--- config.mk ---
export PLATFORM = sky130hd
export DESIGN_NAME = temp_limit_fan_event_regs
export DESIGN_NICKNAME = d
export VERILOG_FILES = /design/src/design/temp_limit_fan_event_regs.v
export VERILOG_INCLUDE_DIRS = /design/src /design/src/design
export SDC_FILE = /design/constraint.sdc
export NUM_CORES = 1
export LEC_CHECK = 0
export ABC_CLOCK_PERIOD_IN_PS = 1900
export BUFFER_PORTS_ARGS = -buffer_cell sky130_fd_sc_hd__buf_2
export CORE_ASPECT_RATIO = 0.8
export CORE_MARGIN = 4
export CORE_UTILIZATION = 35
export CTS_BUF_LIST = sky130_fd_sc_hd__clkbuf_4 sky130_fd_sc_hd__clkbuf_8
export CTS_CLUSTER_DIAMETER = 150
export CTS_CLUSTER_SIZE = 16
export DETAILED_ROUTE_END_ITERATION = 8
export PLACE_DENSITY_LB_ADDON = 0.3
export SYNTH_ARGS = -nofsm -noshare
export SYNTH_HDL_FRONTEND = slang
export SYNTH_SLANG_ARGS = --single-unit
--- constraint.sdc ---
create_clock -name pclk -period 1.9 [get_ports pclk]
set_input_delay 0.475 -clock pclk [delete_from_list [all_inputs] [get_ports pclk]]
set_output_delay 0.475 -clock pclk [all_outputs]
set_load 0.005 [all_outputs]
--- src/design/temp_limit_fan_event_regs.vh ---
`ifndef TEMP_LIMIT_FAN_EVENT_REGS_VH
`define TEMP_LIMIT_FAN_EVENT_REGS_VH

// Register indices; byte address is four times the index
`define IDX_TEMP_ONE 8'h72
`define IDX_TEMP_TWO 8'h74
`define IDX_TEMP_THREE 8'h76
`define IDX_S1_OVERHEAT 8'h82
`define IDX_S1_HIGH 8'h83
`define IDX_S2_OVERHEAT 8'h84
`define IDX_S2_HIGH 8'h85
`define IDX_S3_OVERHEAT 8'h86
`define IDX_S3_HIGH 8'h87
`define IDX_FILTER_QUEUE 8'h8e
`define IDX_FAN_WAKE_EN 8'h90
`define IDX_FAN_STICKY 8'h91
`define IDX_FAN_LIVE_FAULT 8'h92
`define IDX_FAN_BEEP_FULL 8'h93
`define IDX_IRQ_STATUS 8'ha0
`define IDX_IRQ_MASK 8'ha1

// Reset values
`define RST_S1_OVERHEAT 8'h64
`define RST_S1_HIGH 8'h55
`define RST_S2_OVERHEAT 8'h64
`define RST_S2_HIGH 8'h55
`define RST_S3_OVERHEAT 8'h55
`define RST_S3_HIGH 8'h46
`define RST_FILTER_QUEUE 8'h00
`define RST_FAN_WAKE_EN 4'h0
`define RST_FAN_BEEP_FULL 8'h00
`define RST_IRQ_MASK 3'h0

// Field positions
`define FQ_C_LSB 6
`define FQ_B_LSB 4
`define FQ_A_LSB 2
`define FULL_S1_BIT 5
`define FULL_S2_BIT 6
`define FULL_S3_BIT 7
`define IRQ_FAN_COUNT_BIT 0
`define IRQ_LIVE_FAULT_BIT 1
`define IRQ_FORCE_MAX_BIT 2

// Queue lengths selected by the filter queue codes
`define QUEUE_LEN_CODE1 6'h10
`define QUEUE_LEN_CODE2 6'h20
`define QUEUE_LEN_CODE3 6'h30

// Timing
`define CLK_PERIOD_NS 25
`define ALARM_UNIT_US 1000
`define STALL_TIME_MS 3000
`define ALARM_UNIT_CYCLES (`ALARM_UNIT_US * 1000 / `CLK_PERIOD_NS)
`define STALL_TICKS (`STALL_TIME_MS * 1000 / `ALARM_UNIT_US)

`endif

--- src/design/temp_limit_fan_event_regs.v ---
// Implementation choice: the APB slave port.
`timescale 1ns/1ps
`include "temp_limit_fan_event_regs.vh"

module temp_limit_fan_event_regs #(
  parameter ALARM_UNIT_CYCLES = `ALARM_UNIT_CYCLES,
  parameter STALL_TICKS = `STALL_TICKS
) (
  input wire pclk,
  input wire presetn,
  input wire psel,
  input wire penable,
  input wire pwrite,
  input wire [9:0] paddr,
  input wire [31:0] pwdata,
  output reg [31:0] prdata,
  output reg pready,
  output reg pslverr,
  input wire [7:0] temp_one,
  input wire [7:0] temp_two,
  input wire [7:0] temp_three,
  input wire [3:0] fan_count_over,
  input wire [3:0] fan_count_short,
  input wire [7:0] fan_alarm_interval,
  input wire [3:0] fan_duty_nonzero,
  input wire [3:0] fan_stopped,
  output reg [5:0] second_filter_len_a,
  output reg [5:0] second_filter_len_b,
  output reg [5:0] second_filter_len_c,
  output reg force_full_speed,
  output reg beeper_out,
  output reg power_event_output_n,
  output reg irq
);

  // Queue code to sample count
  function [5:0] queue_len;
    input [1:0] code;
    begin
      case (code)
        2'h1: queue_len = `QUEUE_LEN_CODE1;
        2'h2: queue_len = `QUEUE_LEN_CODE2;
        2'h3: queue_len = `QUEUE_LEN_CODE3;
        default: queue_len = 6'h00;
      endcase
    end
  endfunction

  // Index is mapped to a register
  function idx_hit;
    input [7:0] idx;
    begin
      case (idx)
        `IDX_TEMP_ONE, `IDX_TEMP_TWO, `IDX_TEMP_THREE,
        `IDX_S1_OVERHEAT, `IDX_S1_HIGH, `IDX_S2_OVERHEAT,
        `IDX_S2_HIGH, `IDX_S3_OVERHEAT, `IDX_S3_HIGH,
        `IDX_FILTER_QUEUE, `IDX_FAN_WAKE_EN, `IDX_FAN_STICKY,
        `IDX_FAN_LIVE_FAULT, `IDX_FAN_BEEP_FULL,
        `IDX_IRQ_STATUS, `IDX_IRQ_MASK: idx_hit = 1'b1;
        default: idx_hit = 1'b0;
      endcase
    end
  endfunction

  reg [7:0] s1_overheat_reg;
  reg [7:0] s1_high_reg;
  reg [7:0] s2_overheat_reg;
  reg [7:0] s2_high_reg;
  reg [7:0] s3_overheat_reg;
  reg [7:0] s3_high_reg;
  reg [7:0] filter_queue_reg;
  reg [3:0] wake_en_reg;
  reg [3:0] sticky_reg;
  reg [3:0] sticky_next;
  reg [3:0] live_fault_reg;
  reg [7:0] beep_full_reg;
  reg [2:0] irq_status_reg;
  reg [2:0] irq_status_next;
  reg [2:0] irq_mask_reg;
  reg [2:0] irq_event;
  reg live_prev_reg;
  reg force_prev_reg;
  reg [31:0] tick_cnt_reg;
  reg tick_reg;
  reg [8:0] short_cnt_reg [0:3];
  reg [11:0] stall_cnt_reg [0:3];
  reg [7:0] rd_data;
  reg force_now;
  reg [7:0] s1_overheat_next;
  reg [7:0] s1_high_next;
  reg [7:0] s2_overheat_next;
  reg [7:0] s2_high_next;
  reg [7:0] s3_overheat_next;
  reg [7:0] s3_high_next;
  reg [7:0] filter_queue_next;
  reg [3:0] wake_en_next;
  reg [7:0] beep_full_next;
  reg [2:0] irq_mask_next;
  integer i;

  wire [7:0] idx = paddr[9:2];
  wire setup = psel & ~penable;
  wire access = psel & penable & pready;
  wire wr = access & pwrite & ~pslverr;
  wire rd = access & ~pwrite & ~pslverr;

  // Read multiplexer, unused upper bits read zero
  always @* begin
    rd_data = 8'h00;
    case (idx)
      `IDX_TEMP_ONE: rd_data = temp_one;
      `IDX_TEMP_TWO: rd_data = temp_two;
      `IDX_TEMP_THREE: rd_data = temp_three;
      `IDX_S1_OVERHEAT: rd_data = s1_overheat_reg;
      `IDX_S1_HIGH: rd_data = s1_high_reg;
      `IDX_S2_OVERHEAT: rd_data = s2_overheat_reg;
      `IDX_S2_HIGH: rd_data = s2_high_reg;
      `IDX_S3_OVERHEAT: rd_data = s3_overheat_reg;
      `IDX_S3_HIGH: rd_data = s3_high_reg;
      `IDX_FILTER_QUEUE: rd_data = filter_queue_reg;
      `IDX_FAN_WAKE_EN: rd_data = {4'h0, wake_en_reg};
      `IDX_FAN_STICKY: rd_data = {4'h0, sticky_reg};
      `IDX_FAN_LIVE_FAULT: rd_data = {4'h0, live_fault_reg};
      `IDX_FAN_BEEP_FULL: rd_data = beep_full_reg;
      `IDX_IRQ_STATUS: rd_data = {5'h00, irq_status_reg};
      `IDX_IRQ_MASK: rd_data = {5'h00, irq_mask_reg};
      default: rd_data = 8'h00;
    endcase
  end

  // No wait state; ready is registered from setup so bus outputs come from flops
  always @(posedge pclk or negedge presetn) begin
    if (!presetn) begin
      pready <= 1'b0;
      pslverr <= 1'b0;
    end else begin
      pready <= setup;
      // Unmapped indices are refused in the same cycle as ready
      pslverr <= setup & ~idx_hit(idx);
    end
  end

  // Read data captured at setup and held until the next setup
  always @(posedge pclk or negedge presetn) begin
    if (!presetn) begin
      prdata <= 32'h00000000;
    end else if (setup && idx_hit(idx) && !pwrite) begin
      prdata <= {24'h000000, rd_data};
    end else if (setup) begin
      // Writes and refused reads return zero
      prdata <= 32'h00000000;
    end
  end

  // Next values of software registers; refused or read accesses change nothing
  always @* begin
    s1_overheat_next = s1_overheat_reg;
    s1_high_next = s1_high_reg;
    s2_overheat_next = s2_overheat_reg;
    s2_high_next = s2_high_reg;
    s3_overheat_next = s3_overheat_reg;
    s3_high_next = s3_high_reg;
    filter_queue_next = filter_queue_reg;
    wake_en_next = wake_en_reg;
    beep_full_next = beep_full_reg;
    irq_mask_next = irq_mask_reg;
    if (wr) begin
      case (idx)
        `IDX_S1_OVERHEAT: s1_overheat_next = pwdata[7:0];
        `IDX_S1_HIGH: s1_high_next = pwdata[7:0];
        `IDX_S2_OVERHEAT: s2_overheat_next = pwdata[7:0];
        `IDX_S2_HIGH: s2_high_next = pwdata[7:0];
        `IDX_S3_OVERHEAT: s3_overheat_next = pwdata[7:0];
        `IDX_S3_HIGH: s3_high_next = pwdata[7:0];
        // Low two bits are not storage and read zero
        `IDX_FILTER_QUEUE: filter_queue_next = {pwdata[7:2], 2'h0};
        // Upper wake bits are reserved and not stored
        `IDX_FAN_WAKE_EN: wake_en_next = pwdata[3:0];
        `IDX_FAN_BEEP_FULL: beep_full_next = pwdata[7:0];
        `IDX_IRQ_MASK: irq_mask_next = pwdata[2:0];
        // Read-only and flag indices store nothing here; sticky flag clears are made in the sticky block
        default: irq_mask_next = irq_mask_reg;
      endcase
    end
  end

  // Software registers, written at the access edge
  always @(posedge pclk or negedge presetn) begin
    if (!presetn) begin
      s1_overheat_reg <= `RST_S1_OVERHEAT;
      s1_high_reg <= `RST_S1_HIGH;
      s2_overheat_reg <= `RST_S2_OVERHEAT;
      s2_high_reg <= `RST_S2_HIGH;
      s3_overheat_reg <= `RST_S3_OVERHEAT;
      s3_high_reg <= `RST_S3_HIGH;
      filter_queue_reg <= `RST_FILTER_QUEUE;
      wake_en_reg <= `RST_FAN_WAKE_EN;
      beep_full_reg <= `RST_FAN_BEEP_FULL;
      irq_mask_reg <= `RST_IRQ_MASK;
    end else begin
      s1_overheat_reg <= s1_overheat_next;
      s1_high_reg <= s1_high_next;
      s2_overheat_reg <= s2_overheat_next;
      s2_high_reg <= s2_high_next;
      s3_overheat_reg <= s3_overheat_next;
      s3_high_reg <= s3_high_next;
      filter_queue_reg <= filter_queue_next;
      wake_en_reg <= wake_en_next;
      beep_full_reg <= beep_full_next;
      irq_mask_reg <= irq_mask_next;
    end
  end

  // Sticky fan flags; a new event beats a same-cycle clear
  always @* begin
    sticky_next = sticky_reg;
    if (wr && idx == `IDX_FAN_STICKY) begin
      sticky_next = sticky_reg & ~pwdata[3:0];
    end
    sticky_next = sticky_next | fan_count_over;
  end

  // Alarm time base shared by all fans
  always @(posedge pclk or negedge presetn) begin
    if (!presetn) begin
      tick_cnt_reg <= 32'h00000000;
      tick_reg <= 1'b0;
    // Greater-or-equal so the count recovers if it ever overshoots
    end else if (tick_cnt_reg >= ALARM_UNIT_CYCLES - 1) begin
      tick_cnt_reg <= 32'h00000000;
      tick_reg <= 1'b1;
    end else begin
      tick_cnt_reg <= tick_cnt_reg + 32'h00000001;
      tick_reg <= 1'b0;
    end
  end

  // Per-fan fault timers; saturate so a long fault stays flagged
  always @(posedge pclk or negedge presetn) begin
    if (!presetn) begin
      for (i = 0; i < 4; i = i + 1) begin
        short_cnt_reg[i] <= 9'h000;
        stall_cnt_reg[i] <= 12'h000;
      end
      live_fault_reg <= 4'h0;
    end else begin
      for (i = 0; i < 4; i = i + 1) begin
        if (!fan_count_short[i]) begin
          short_cnt_reg[i] <= 9'h000;
        end else if (tick_reg && short_cnt_reg[i] != 9'h1ff) begin
          short_cnt_reg[i] <= short_cnt_reg[i] + 9'h001;
        end
        if (!(fan_duty_nonzero[i] && fan_stopped[i])) begin
          stall_cnt_reg[i] <= 12'h000;
        end else if (tick_reg && stall_cnt_reg[i] != 12'hfff) begin
          stall_cnt_reg[i] <= stall_cnt_reg[i] + 12'h001;
        end
        live_fault_reg[i] <= (short_cnt_reg[i] > {1'b0, fan_alarm_interval}) ||
                             (stall_cnt_reg[i] > STALL_TICKS);
      end
    end
  end

  // Full-speed request from enabled sensors
  always @* begin
    // enabled sensor above high limit
    // Strictly greater: a reading equal to the limit does not force
    force_now = (beep_full_reg[`FULL_S1_BIT] && temp_one > s1_high_reg) ||
                (beep_full_reg[`FULL_S2_BIT] && temp_two > s2_high_reg) ||
                (beep_full_reg[`FULL_S3_BIT] && temp_three > s3_high_reg);
  end

  // Interrupt events and read-to-clear status
  always @* begin
    irq_event = 3'h0;
    irq_event[`IRQ_FAN_COUNT_BIT] = |fan_count_over;
    // Edges, not levels, so a standing fault raises one event
    irq_event[`IRQ_LIVE_FAULT_BIT] = (|live_fault_reg) & ~live_prev_reg;
    irq_event[`IRQ_FORCE_MAX_BIT] = force_now & ~force_prev_reg;
    irq_status_next = irq_status_reg;
    // Only bits already returned to software are cleared
    if (rd && idx == `IDX_IRQ_STATUS) begin
      irq_status_next = irq_status_reg & ~prdata[2:0];
    end
    irq_status_next = irq_status_next | irq_event;
  end

  // Event state flops; flags and edge histories share one reset
  always @(posedge pclk or negedge presetn) begin
    if (!presetn) begin
      sticky_reg <= 4'h0;
      irq_status_reg <= 3'h0;
      live_prev_reg <= 1'b0;
      force_prev_reg <= 1'b0;
    end else begin
      sticky_reg <= sticky_next;
      irq_status_reg <= irq_status_next;
      // Histories reset low like their sources, so no edge follows reset
      live_prev_reg <= |live_fault_reg;
      force_prev_reg <= force_now;
    end
  end

  // Registered event outputs, one cycle behind the flags
  always @(posedge pclk or negedge presetn) begin
    if (!presetn) begin
      force_full_speed <= 1'b0;
      beeper_out <= 1'b0;
      // Active low: idle high through reset
      power_event_output_n <= 1'b1;
      irq <= 1'b0;
    end else begin
      force_full_speed <= force_now;
      beeper_out <= |(sticky_reg & beep_full_reg[3:0]);
      power_event_output_n <= ~|(sticky_reg & wake_en_reg);
      // Level interrupt from unmasked status bits
      irq <= |(irq_status_reg & irq_mask_reg);
    end
  end

  // Decoded queue lengths; registered so a write never glitches them
  always @(posedge pclk or negedge presetn) begin
    if (!presetn) begin
      second_filter_len_a <= 6'h00;
      second_filter_len_b <= 6'h00;
      second_filter_len_c <= 6'h00;
    end else begin
      second_filter_len_a <= queue_len(filter_queue_reg[`FQ_A_LSB +: 2]);
      second_filter_len_b <= queue_len(filter_queue_reg[`FQ_B_LSB +: 2]);
      second_filter_len_c <= queue_len(filter_queue_reg[`FQ_C_LSB +: 2]);
    end
  end

endmodule

Word-level counts from Yosys, hierarchy flattened
Cells that the tools add are included.
{"block": "totals", "reg_bits": 254, "input_bits": 95, "output_inout_bits": 56}
{"block": "op_classes", "addsub": 9, "order_cmp": 12, "n_eq_ne": 41, "n_mux": 27, "bitwise_logic": 25, "reduce_logical": 44}
{"operator": "case mux 8 bit (16 select lines)", "n": 1}
{"operator": "== test 8 bit (second input constant)", "n": 13}
{"operator": "two-way mux 12 bit", "n": 8}
{"operator": "two-way mux 32 bit", "n": 3}
{"operator": "two-way mux 9 bit", "n": 8}
{"operator": "case mux 6 bit (3 select lines)", "n": 3}
{"operator": "adder 12 x 1 -> 12 bit (second input constant)", "n": 4}
{"operator": "greater-than comparator 12 bit (second input constant)", "n": 4}
{"operator": "inequality test 12 bit (second input constant)", "n": 4}
{"operator": "adder 9 x 1 -> 9 bit (second input constant)", "n": 4}
{"operator": "greater-than comparator 9 x 8 -> 1 bit", "n": 4}
{"operator": "inequality test 9 bit (second input constant)", "n": 4}
{"operator": "adder 32 x 1 -> 32 bit (second input constant)", "n": 1}
{"operator": ">= comparator 32 x 16 -> 1 bit (second input constant)", "n": 1}
{"operator": "== test 8 x 7 -> 1 bit (second input constant)", "n": 3}
{"operator": "greater-than comparator 8 bit", "n": 3}
{"operator": "AND reduction 2 bit", "n": 10}
{"operator": "logical AND 1 bit", "n": 19}
{"operator": "inequality test 2 x 1 -> 1 bit (second input constant)", "n": 8}
{"operator": "OR reduction 16 bit", "n": 1}
{"operator": "OR reduction 4 bit", "n": 4}
{"operator": "AND 4 bit", "n": 3}
{"operator": "== test 2 bit (second input constant)", "n": 6}
{"operator": "AND 1 bit", "n": 10}
{"operator": "14 further kinds", "n": 29}

Longest topological paths before layout
Gate-level depths: netlist of run 1.
{"block": "depth", "depth_word": 7, "mapped_depth": 10}

Least setup slack after synthesis of run 1
No wires, ideal clock.
{"block": "synth_timing", "path_type": "input to register", "startpoint": "input paddr[4]", "endpoint": "register irq_mask_reg[0]", "arrival_ps": 1963, "required_ps": 1775, "path_slack_ps": -188, "cell_stages": 5, "path_buffers": 1, "path_cell_list": "buf_6 -> or4b_4 -> or2_4 -> nor3_4 -> mux2_2"}
{"block": "synth_via", "elab_chain_cells": 2}
{"element": "from (decl)", "line_no": "temp_limit_fan_event_regs.v:14", "source": "input wire [9:0] paddr,"}
{"element": "== test 8 bit", "line_no": "temp_limit_fan_event_regs.v:168", "source": "case (idx)"}
{"element": "AND reduction 2 bit (no source line)"}
{"element": "to (signal assigned)", "line_no": "temp_limit_fan_event_regs.v:199", "source": "irq_mask_reg <= `RST_IRQ_MASK;"}
{"element": "to (signal assigned)", "line_no": "temp_limit_fan_event_regs.v:210", "source": "irq_mask_reg <= irq_mask_next;"}
{"element": "to (decl)", "line_no": "temp_limit_fan_event_regs.v:79", "source": "reg [2:0] irq_mask_reg;"}
Every way passes these cells.
A chain may end at the register's enable or synchronous reset.

Final worst setup path of run 1
{"block": "layout_timing", "startpoint": "register stall_cnt_reg[17] in the netlist's numbering", "endpoint": "register stall_cnt_reg[21] in the netlist's numbering"}
{"block": "layout_via", "elab_chain_cells": 3, "elab_cells_between_ends": 6}
{"element": "from (decl)", "line_no": "temp_limit_fan_event_regs.v:86", "source": "reg [11:0] stall_cnt_reg [0:3];"}
{"element": "from (signal, indexed assignment)", "line_no": "temp_limit_fan_event_regs.v:256", "source": "stall_cnt_reg[i] <= stall_cnt_reg[i] + 12'h001;"}
{"element": "adder 12 x 1 -> 12 bit or inequality test 12 bit (tied branches)", "line_no": "temp_limit_fan_event_regs.v:256, temp_limit_fan_event_regs.v:255"}
{"element": "two-way mux 12 bit or logical AND 1 bit (tied branches)", "line_no": "temp_limit_fan_event_regs.v:255", "source": "end else if (tick_reg && stall_cnt_reg[i] != 12'hfff) begin"}
{"element": "two-way mux 12 bit or inequality test 2 x 1 -> 1 bit (tied branches)"}
Parallel ways exist; a longest one is shown, timed or not. The select of a mux whose other input is x is not followed.

==> results.yml, run 1 <==
run_status:
  run_status: "finished, final reports clean"
detailed_routing:
  drt_pre_antenna_iters: 5
  wl_per_cell_um: 16.09
  first_iter_violations: 528
  ant_nets: 0
  total_number_of_vias: 9320
  via_per_inst: 4.950
  wirelength_um: 30300
  drc: 0
flow_run:
  cap_viol_max_count: 0
global_route:
  gr_overflow_total: 0
  antenna_found_initial: 1
  grt_first_pass_wirelength_um: 48690
  grt_pass1_vias: 9249
  grt_util_all_layers: 0.1558
  grt_max_degree: 47
pwr:
  seq_power_share: 0.574
  worst_supply_voltage_drop_on_vdd_v: 0.0003038
  power.share.switching: 0.2572
  power_density_nw_per_um2: 560.8
  internal_power_mw: 6.122
  leakage_power_of_the_design_nw: 6.643
  comb_power_share: 0.105
  power_frac_clock: 0.321
  net-switching-power_mw: 2.120
synthesis:
  synth.ff_latch_count: 218
  synth_cell_types: 80
  yosysWarningCount: 0
  synth_top_cell_by_area: "dfrtp_1"
  synth_seq_area_share: 0.4490
  yosys.cell_count.top_type: "dfrtp_1"
  synthTopCellsByCount: "196 x dfrtp_1, 95 x nand2_1, 82 x nor2_1"
  avgSynthCellArea_um2: 10.36
  synth-edff-count: 0
  synthFlopType: "dfrtp_1"
  synth_top_cells_by_area: "dfrtp_1 40%, ha_1 7.5%, mux2_2 6.5%"
  netlist_area_um2: 12210
  asyncSetResetFlopFracSynth: 1.000
  synthesis.instances: 1179
  post-synth-top-area-fraction: 0.4016
placed_design:
  placed_insts: 1841
  gp_congestion: 0.9271
  dpl.hpwl_um: 23240
  port_buffers: 88
  placed_inst_area_um2: 14140
  post_place_worst_slack_ns: -0.2780
floorplan:
  initial_core_util: 0.3591
  die-area_um2: 37960
  core_um2: 34010
  placementRows: 60
  ios: 151
  chip_width_um: 216.8
  fp.dieH_um: 175.1
worst_setup_path:
  critical_path.startpoint_type: "flip-flop"
  critical_path_class: "reg -> reg"
  register_to_register_setup_slack_ns: 0.06
  end_kind: "flip-flop"
  ff_to_ff_start: "stall_cnt_reg[17]$_DFFE_PN0P_"
  critPathMaxFanout: 4
  critical_path_required_ns: 2.35
  timing.critical_path.arrival_ns: 2.29
  reg2reg_depth: 5
  rr_endpoint: "stall_cnt_reg[21]$_DFFE_PN0P_"
timing:
  worst-slew-pin-transition_ns: 0.5710
  finalCritPeriodShare: 0.9710
  timing.final.hold_violations: 0
  grt_setup_unrepaired: "true"
  timing.fmax_mhz: 542.0
  maxSlewViolCount: 0
  worst_slew_margin_rel: 0.6140
  setup_slack_ns: 0.05512
  fin_clk_skew_ns: 0.03733
  finalWorstPathRequiredPeriod_ns: 1.845
  final_setup_violating_endpoints: 0
clock_network:
  cts_made_buffers: 17
  htree_num_levels: 1
  max_clock_buf_depth: 3
  tritoncts: "done"
  path_clk_slew_ns: 0.12
  clk-insertion-delay-late_ns: 0.54
  clock_sinks: 218
  ctsRootBufferMaster: "clkbuf_8"
final_layout:
  number_of_inserted_filler_cells_in_the_final_layout: 3272
  areaGrowthSynthToFinish_pct: 20.35
  flip_flop_count_of_the_largest_register_after_layout: 48
  multi_input_combinational_cell_area_um2: 6361
  layout.nets: 1576
  diodes: 0
  sequential_cell_area_um2: 5483
  number_of_cells_in_the_finished_layout_apart_from_fillers: 1883
  post-route-cell-area_um2: 14700
  post_route_cells_drive_above_1_share: 0.2849
min_path:
  hold_path_depth: 2
  start_point_of_the_worst_hold_path: "fan_count_over[2]"
  worstHoldEndpoint: "sticky_reg[2]$_DFF_PN0_"
  hold_class: "in -> reg"
==> worst max-delay path by stage <==
stage | to | slack [ns] | from
final | stall_cnt_reg[21]$_DFFE_PN0P_ | 0.06 | stall_cnt_reg[17]$_DFFE_PN0P_
after CTS | stall_cnt_reg[21]$_DFFE_PN0P_ | 0.01 | stall_cnt_reg[13]$_DFFE_PN0P_
after detailed placement | prdata[1]$_DFFE_PN0P_ | -0.28 | paddr[7]
after floorplan | irq_mask_reg[0]$_DFFE_PN0P_ | -0.04 | paddr[4]
after global placement | prdata[1]$_DFFE_PN0P_ | -0.23 | paddr[7]
after global routing | s3_overheat_reg[3]$_DFFE_PN0P_ | -0.03 | pslverr$_DFF_PN0_
==> routing by layer <==
metal  track usage  routed length, um  vias to the layer above
met5             0                 13                        -
met4       0.03523                553                        2
met1        0.2291              14690                     4545
met3       0.02903               1664                       38
li1              -                  -                     4554
met2        0.2392              13390                      181
==> worst max-delay path: stages (launching register included) <==
cell and delay [ns]:
dfrtp_1 0.41, nand4_1 0.13, or2_1 0.27, or3_4 0.40, or3_2 0.43, a21oi_2 0.13
==> cells by family after synthesis <==
family / after synthesis / synth area share
simple gates: 406 / 0.1786
fa+ha+maj: 73 / 0.07480
buf+inv: 140 / 0.05645
xor+xnor: 70 / 0.05021
mux: 99 / 0.09549
other cells: 1 / 0.0003071
flops: 218 / 0.4490
compound gates: 172 / 0.09518
==> final cells by class <==
type	count	area share
tap	465	0.03959
inverter	66	0.01686
clock buffer	28	0.02154
multi-input combinational	872	0.4328
clock inverter	1	0.0005959
timing repair buffer	233	0.1155
sequential	218	0.3731
==> through the flow <==
stage	total power, mW	utilization	TNS [ns]	hold slack, ns
2_1_floorplan	5.232	-	-0.2224	0.1794
3_3_place_gp	5.648	0.4159	-11.07	0.3618
3_5_place_dp	5.669	0.4159	-11.91	0.3661
4_1_cts	8.355	0.4268	0	0.1154
5_1_grt	8.669	0.4322	-0.1957	0.1211
6_report	8.242	0.4322	0	0.1441
==> cell usage in the layout (no fill, tap or decap), types with 20 or more instances in the layout <==
cell type  netlist  routed
dfrtp_1        196     196
buf_4           38     128
nand2_1         95      95
buf_2           11      87
nor2_1          82      79
inv_1           66      66
ha_1            73      66
mux2_2          70      63
xnor2_1         58      58
conb_1           1      52
o21ai_0         40      39
nand4_1         39      39
a21oi_1         41      38
nand3_1         34      32
and2_1          27      27
mux2i_1         22      22
dfstp_2         22      22
nor3_1          20      20
==> repair_timing <==
| action | 4_1_cts | 5_1_grt |
|---|---|---|
| hold buffers | 1 | 0 |
| hold endpoints to repair | 34 | 0 |
| buffers inserted | 2 | 10 |
| pin swaps | 4 | 24 |
| setup endpoints to repair | 41 | 42 |
| resized for setup | 9 | 35 |
==> power groups by stage <==
stage	Sequential (mW)	Combinational, mW	Clock, mW
final	4.73	0.862	2.65
after global placement	4.82	0.828	0
after detailed placement	4.82	0.847	0
after global routing	4.74	0.975	2.95
after floorplan	4.82	0.414	0
after CTS	4.73	0.854	2.77
Note: power is estimated with default switching activity, not from simulation.
==> inputs of run 2 (changes only) <==
Settings changed: CORE_UTILIZATION 35 to 40.
==> run 2 against run 1 <==
Compared with the run above: core utilization up 6.0 points; combinational power about the same; first-iteration DRC count unchanged; highest routed layer unchanged; power down 0.44%; sequential share of layout area up 0.22 points; sequential power about the same; setup slack worse by 0.0046 ns; die area down 12%; clock skew down 0.015 ns; largest cell class unchanged; maximum frequency down 0.25%; global-route usage up 2.2 points; via count up 1.0%.
==> results.yml, run 2 (synthesis gave the netlist of run 1 again) <==
pwr:
  leakage_power_of_the_design_nw: 6.633
  power_density_nw_per_um2: 561.7
  power_frac_clock: 0.318
  seq_power_share: 0.577
  internal_power_mw: 6.121
  comb_power_share: 0.105
  net-switching-power_mw: 2.085
  p_total_mw: 8.206
  power.share.switching: 0.2541
  worst_supply_voltage_drop_on_vdd_v: 0.0004331
final_layout:
  flip_flop_count_of_the_largest_register_after_layout: 48
  layout.nets: 1577
  areaGrowthSynthToFinish_pct: 19.63
  post_route_cells_drive_above_1_share: 0.2868
  post-route-cell-area_um2: 14610
  most-common-layout-cells: "196 x dfrtp_1, 134 x buf_4, 95 x nand2_1, 87 x buf_2, 79 x nor2_1"
  diodes: 0
  final_core_density: 0.4917
  layout_commonest_cell: "dfrtp_1"
worst_setup_path:
  critical-path-top-delay-family: "simple AND/OR/NAND/NOR gates"
  timing.critical_path.arrival_ns: 2.29
  end_kind: "flip-flop"
  path_cells: "ha_2 -> nand3_2 -> nor2_2 -> ha_2 -> nor2b_4 -> nand4_1 -> or3_1 -> a21boi_1"
  critical_path.startpoint_type: "flip-flop"
  critical_path_required_ns: 2.34
  worstPathBufferInverterCount: 0
  worst_path_max_delay_cell: "dfrtp_1"
  worst_path_most_repeated_cell: "ha_2"
  critPathMaxFanout: 4
  ff_to_ff_start: "short_cnt_reg[27]$_DFFE_PN0P_"
  critical_path_class: "reg -> reg"
  slowest_delay_ns: 0.40
  worst_setup_path_startpoint: "short_cnt_reg[27]$_DFFE_PN0P_"
detailed_routing:
  first_iter_violations: 528
  drc: 0
  total_number_of_vias: 9417
  drt_pre_antenna_iters: 5
  wl_per_cell_um: 16.62
  ant_nets: 0
  via_per_inst: 5.160
  wirelength_um: 30340
global_route:
  grt_first_pass_wirelength_um: 48200
  grt_max_degree: 47
  grt_util_all_layers: 0.1775
  grt_pass1_vias: 9124
  top_usage_layer: "met2"
  gr_overflow_total: 0
  antenna_found_initial: 1
  globalRouteMet2Util: 0.2768
  grt.met1_usage: 0.2637
  met3_resource_use_gr: 0.03099
timing:
  hold-worst-slack_ns: 0.1650
  finalCritPeriodShare: 0.9734
  maxSlewViolCount: 0
  timing.fmax_mhz: 540.7
  worst-slew-pin-transition_ns: 0.6138
  grt_setup_unrepaired: "true"
  fin_clk_skew_ns: 0.02251
  worst_slew_margin_rel: 0.5802
  final_setup_violating_endpoints: 0
  timing.final.hold_violations: 0
  finalWorstPathRequiredPeriod_ns: 1.849
placed_design:
  dpl.hpwl_um: 22880
  placed_inst_area_um2: 14000
  gp_congestion: 0.9219
  port_buffers: 88
floorplan:
  core_um2: 29710
  fp.dieH_um: 164.3
  die-area_um2: 33410
  ios: 151
  placementRows: 56
  initial_core_util: 0.4111
  chip_width_um: 203.4
run_status:
  run_status: "finished, final reports clean"
clock_network:
  htree_num_levels: 1
  clock_sinks: 218
  max_clock_buf_depth: 3
  cts_made_buffers: 17
  tritoncts: "done"
  clk-insertion-delay-late_ns: 0.52
  ctsRootBufferMaster: "clkbuf_8"
  path_clk_slew_ns: 0.11
min_path:
  hold_class: "in -> reg"
  start_point_of_the_worst_hold_path: "fan_count_over[0]"
flow_run:
  cap_viol_max_count: 0
-- run 2: cell type report --
cell class	count	area [um2]
Timing Repair Buffer	234	1660
Tap cell	406	508.0
Inverter	66	247.7
Sequential cell	218	5483
Fill cell	2795	15100
Multi-Input combinational cell	872	6385
Clock buffer	28	316.6
Clock inverter	1	8.758
-- run 2: through the flow --
stage / std cells / worst slack (ns) / setup TNS [ns]
floorplan: 1230 / -0.04264 / -0.2224
global placement: 1777 / -0.2596 / -13.43
CTS: 1814 / 0.01122 / 0
detailed placement: 1777 / -0.3033 / -15.07
finish: 1825 / 0.05056 / 0
global route: 1825 / -0.06602 / -0.2307
-- run 2: path summary, 6_finish.rpt --
check                                              endpoint  slack [ns]  cells past startpoint
max                           short_cnt_reg[34]$_DFFE_PN0P_        0.05                      8
min                                 sticky_reg[0]$_DFF_PN0_        0.16                      2
max reg2reg                   short_cnt_reg[34]$_DFFE_PN0P_        0.05                      8
min reg2reg                second_filter_len_a[4]$_DFF_PN0_        0.39                      0
max in group asynchronous    power_event_output_n$_DFF_PN1_        0.84                      3
min in group asynchronous             prdata[6]$_DFFE_PN0P_        0.43                      2
-- run 2: repair_timing --
action                                 CTS  global route
hold buffers                             1             0
endpoints found under the hold margin   23             0
pin swaps                                7            21
buffers inserted                         7            11
resized for setup                       13            31
cloned                                   0             0
setup endpoints to repair               23            28
-- run 2: power groups by stage --
stage | Combinational [mW] | Clock (mW) | Sequential (mW)
floorplan | 0.414 | 0 | 4.82
global placement | 0.819 | 0 | 4.82
detailed placement | 0.835 | 0 | 4.82
CTS | 0.846 | 2.75 | 4.73
global route | 0.961 | 2.90 | 4.74
finish | 0.860 | 2.61 | 4.73
-- run 2: worst reg2reg max path, cell delays in order (launching register included) --
cell      delay (ns)
dfrtp_1         0.40
ha_2            0.21
nand3_2         0.09
nor2_2          0.04
ha_2            0.19
nor2b_4         0.15
nand4_1         0.18
or3_1           0.36
a21boi_1        0.16
-- run 2: routing by layer --
metal / routed length, um / up-vias
met5: 13 / -
met4: 487 / 2
met3: 1726 / 35
met2: 13380 / 221
met1: 14730 / 4604
li1: - / 4555
==> inputs of run 3 (changes only) <==
Settings changed: ABC_CLOCK_PERIOD_IN_PS 1900 to 1500, CTS_BUF_LIST sky130_fd_sc_hd__clkbuf_4 sky130_fd_sc_hd__clkbuf_8 to not set, GPL_TIMING_DRIVEN set to 1.
Clock period 1.9 ns to 1.5 ns, I/O delays scaled along.
==> run 3 against run 2 <==
Compared with the run above: the flow now finishes with violations (negative setup slack); setup slack got worse by 0.40 ns; register-to-register slack worse by 0.40 ns; final area is 22% higher; non-clock buffer count up 178; power increased by 42%; clock skew is 0.013 ns lower; wire length increased by 19%.
==> results.yml, run 3 (synthesis gave the netlist of run 1 again) <==
worst_setup_path:
  worst_setup_path_startpoint: "stall_cnt_reg[36]$_DFFE_PN0P_"
  critical_path.startpoint_type: "flip-flop"
  critical_path_required_ns: 1.85
  worst_path_max_delay_cell: "dfrtp_1"
  end_kind: "flip-flop"
  path_cells: "ha_2 -> nand4_1 -> buf_4 -> buf_6 -> or3_4 -> nor2b_4 -> xnor2_1 -> nor2_1"
  critPathMaxFanout: 5
  worstPathBufferInverterCount: 2
  critical-path-top-delay-family: "simple AND/OR/NAND/NOR gates"
  timing.critical_path.arrival_ns: 2.20
  critical_path_class: "reg -> reg"
  ff_to_ff_start: "stall_cnt_reg[36]$_DFFE_PN0P_"
  slowest_delay_ns: 0.39
final_layout:
  areaGrowthSynthToFinish_pct: 46.33
  number_of_cells_in_the_finished_layout_apart_from_fillers: 2005
  number_of_inserted_filler_cells_in_the_final_layout: 2391
  post_route_cells_drive_above_1_share: 0.4866
  sequential_cell_area_um2: 5492
  flip_flop_count_of_the_largest_register_after_layout: 48
  multi_input_combinational_cell_area_um2: 7906
  layout_commonest_cell: "buf_4"
  layout.nets: 1757
  most-common-layout-cells: "257 x buf_4, 189 x dfrtp_1, 85 x buf_2, 73 x nand2_1, 58 x inv_1"
  diodes: 0
floorplan:
  core_um2: 29710
  placementRows: 56
  initial_core_util: 0.4111
  die-area_um2: 33410
  chip_width_um: 203.4
  ios: 151
  fp.dieH_um: 164.3
detailed_routing:
  wl_per_cell_um: 18.00
  via_per_inst: 5.196
  first_iter_violations: 665
  ant_nets: 0
  drt_pre_antenna_iters: 5
  wirelength_um: 36090
  total_number_of_vias: 10420
  drc: 0
global_route:
  gr_overflow_total: 0
  antenna_found_initial: 0
  grt_max_degree: 42
  grt_first_pass_wirelength_um: 54990
  grt_util_all_layers: 0.2026
  grt_pass1_vias: 10240
min_path:
  hold_class: "in -> reg"
  start_point_of_the_worst_hold_path: "fan_count_over[0]"
run_status:
  violations_in_the_final_reports: "negative setup slack"
  run_status: "finished with violations"
pwr:
  leakage_power_of_the_design_nw: 7.966
  worst_supply_voltage_drop_on_vdd_v: 0.0005905
  power_density_nw_per_um2: 651.5
timing:
  timing.final.hold_violations: 0
  fin_clk_skew_ns: 0.009555
  final_setup_violating_endpoints: 170
  grt_setup_unrepaired: "true"
  finalCritPeriodShare: 1.233
  timing.fmax_mhz: 540.5
  hold-worst-slack_ns: 0.09037
  worst-slew-pin-transition_ns: 0.5783
  setup_slack_ns: -0.3502
  maxSlewViolCount: 0
  finalWorstPathRequiredPeriod_ns: 1.850
  worst_slew_margin_rel: 0.6135
clock_network:
  htree_num_levels: 1
  cts_made_buffers: 17
  ctsRootBufferMaster: "clkbuf_16"
  path_clk_slew_ns: 0.08
  clock_sinks: 218
  tritoncts: "done"
  max_clock_buf_depth: 3
  clk-insertion-delay-late_ns: 0.48
placed_design:
  placed_insts: 1926
  port_buffers: 88
  dpl.hpwl_um: 25470
  gp_congestion: 0.9714
flow_run:
  cap_viol_max_count: 0
[run 3: changes by cell type in the layout (fill, tap and decap cells not counted), moves of 26 or more]
cell / previous run / this run
buf_4: 134 / 257
mux2_2: 63 / 23
buf_6: 3 / 56
mux2_4: 7 / 47
ha_1: 66 / 40
nor2_1: 79 / 53
[run 3: path summary, 6_finish.rpt]
kind                                                    endpoint  slack (ns)  depth (start not counted)
worst max-delay path               stall_cnt_reg[40]$_DFFE_PN0P_       -0.35                          8
worst min-delay path                     sticky_reg[0]$_DFF_PN0_        0.09                          2
worst max register to register     stall_cnt_reg[40]$_DFFE_PN0P_       -0.35                          8
worst min register to register  second_filter_len_a[4]$_DFF_PN0_        0.38                          0
max in group asynchronous             s1_high_reg[4]$_DFFE_PN1P_        0.49                          3
min in group asynchronous        filter_queue_reg[7]$_DFFE_PN0P_        0.36                          2
[run 3: layout make-up]
type	count	share of cell area
clock buffer	28	0.02612
clock inverter	1	0.0004901
inverter	66	0.01400
multi-input combinational	874	0.4424
sequential	218	0.3073
tap	406	0.02843
timing repair buffer	412	0.1812
[run 3: power by group]
group          internal (mW)  total (mW)  switching, mW  leakage, nW
logic                  0.643        1.39          0.750         4.91
registers               5.95        6.01         0.0582         2.83
clock network           2.14        4.24           2.10        0.227
[run 3: routing by layer]
layer | GRT usage | part of all wire | vias to the layer above
met5 | 0 | 0 | -
met4 | 0.03831 | 0.016 | 0
li1 | - | - | 4940
met1 | 0.3007 | 0.46 | 5147
met3 | 0.03336 | 0.063 | 50
met2 | 0.3169 | 0.46 | 280
[run 3: metrics by stage]
| stage | util | area, um2 | power [mW] | worst slack (ns) | setup TNS, ns |
|---|---|---|---|---|---|
| after floorplan | - | 12870 | 6.662 | -0.3587 | -18.92 |
| after global placement | 0.5213 | 15490 | 7.250 | -0.4727 | -45.34 |
| final | 0.6015 | 17870 | 11.64 | -0.3502 | -31.04 |
| after global routing | 0.6015 | 17870 | 12.14 | -0.4130 | -42.01 |
| after CTS | 0.5663 | 16820 | 11.65 | -0.3317 | -20.62 |
| after detailed placement | 0.5213 | 15490 | 7.283 | -0.5238 | -48.27 |
[run 3: timing repair]
item,4_1_cts,5_1_grt
pin swaps,101,102
hold endpoints to repair,24,0
cloned,1,1
endpoints found under the setup margin,177,186
gates resized for setup,155,180
hold buffers,1,0
buffers inserted,22,38
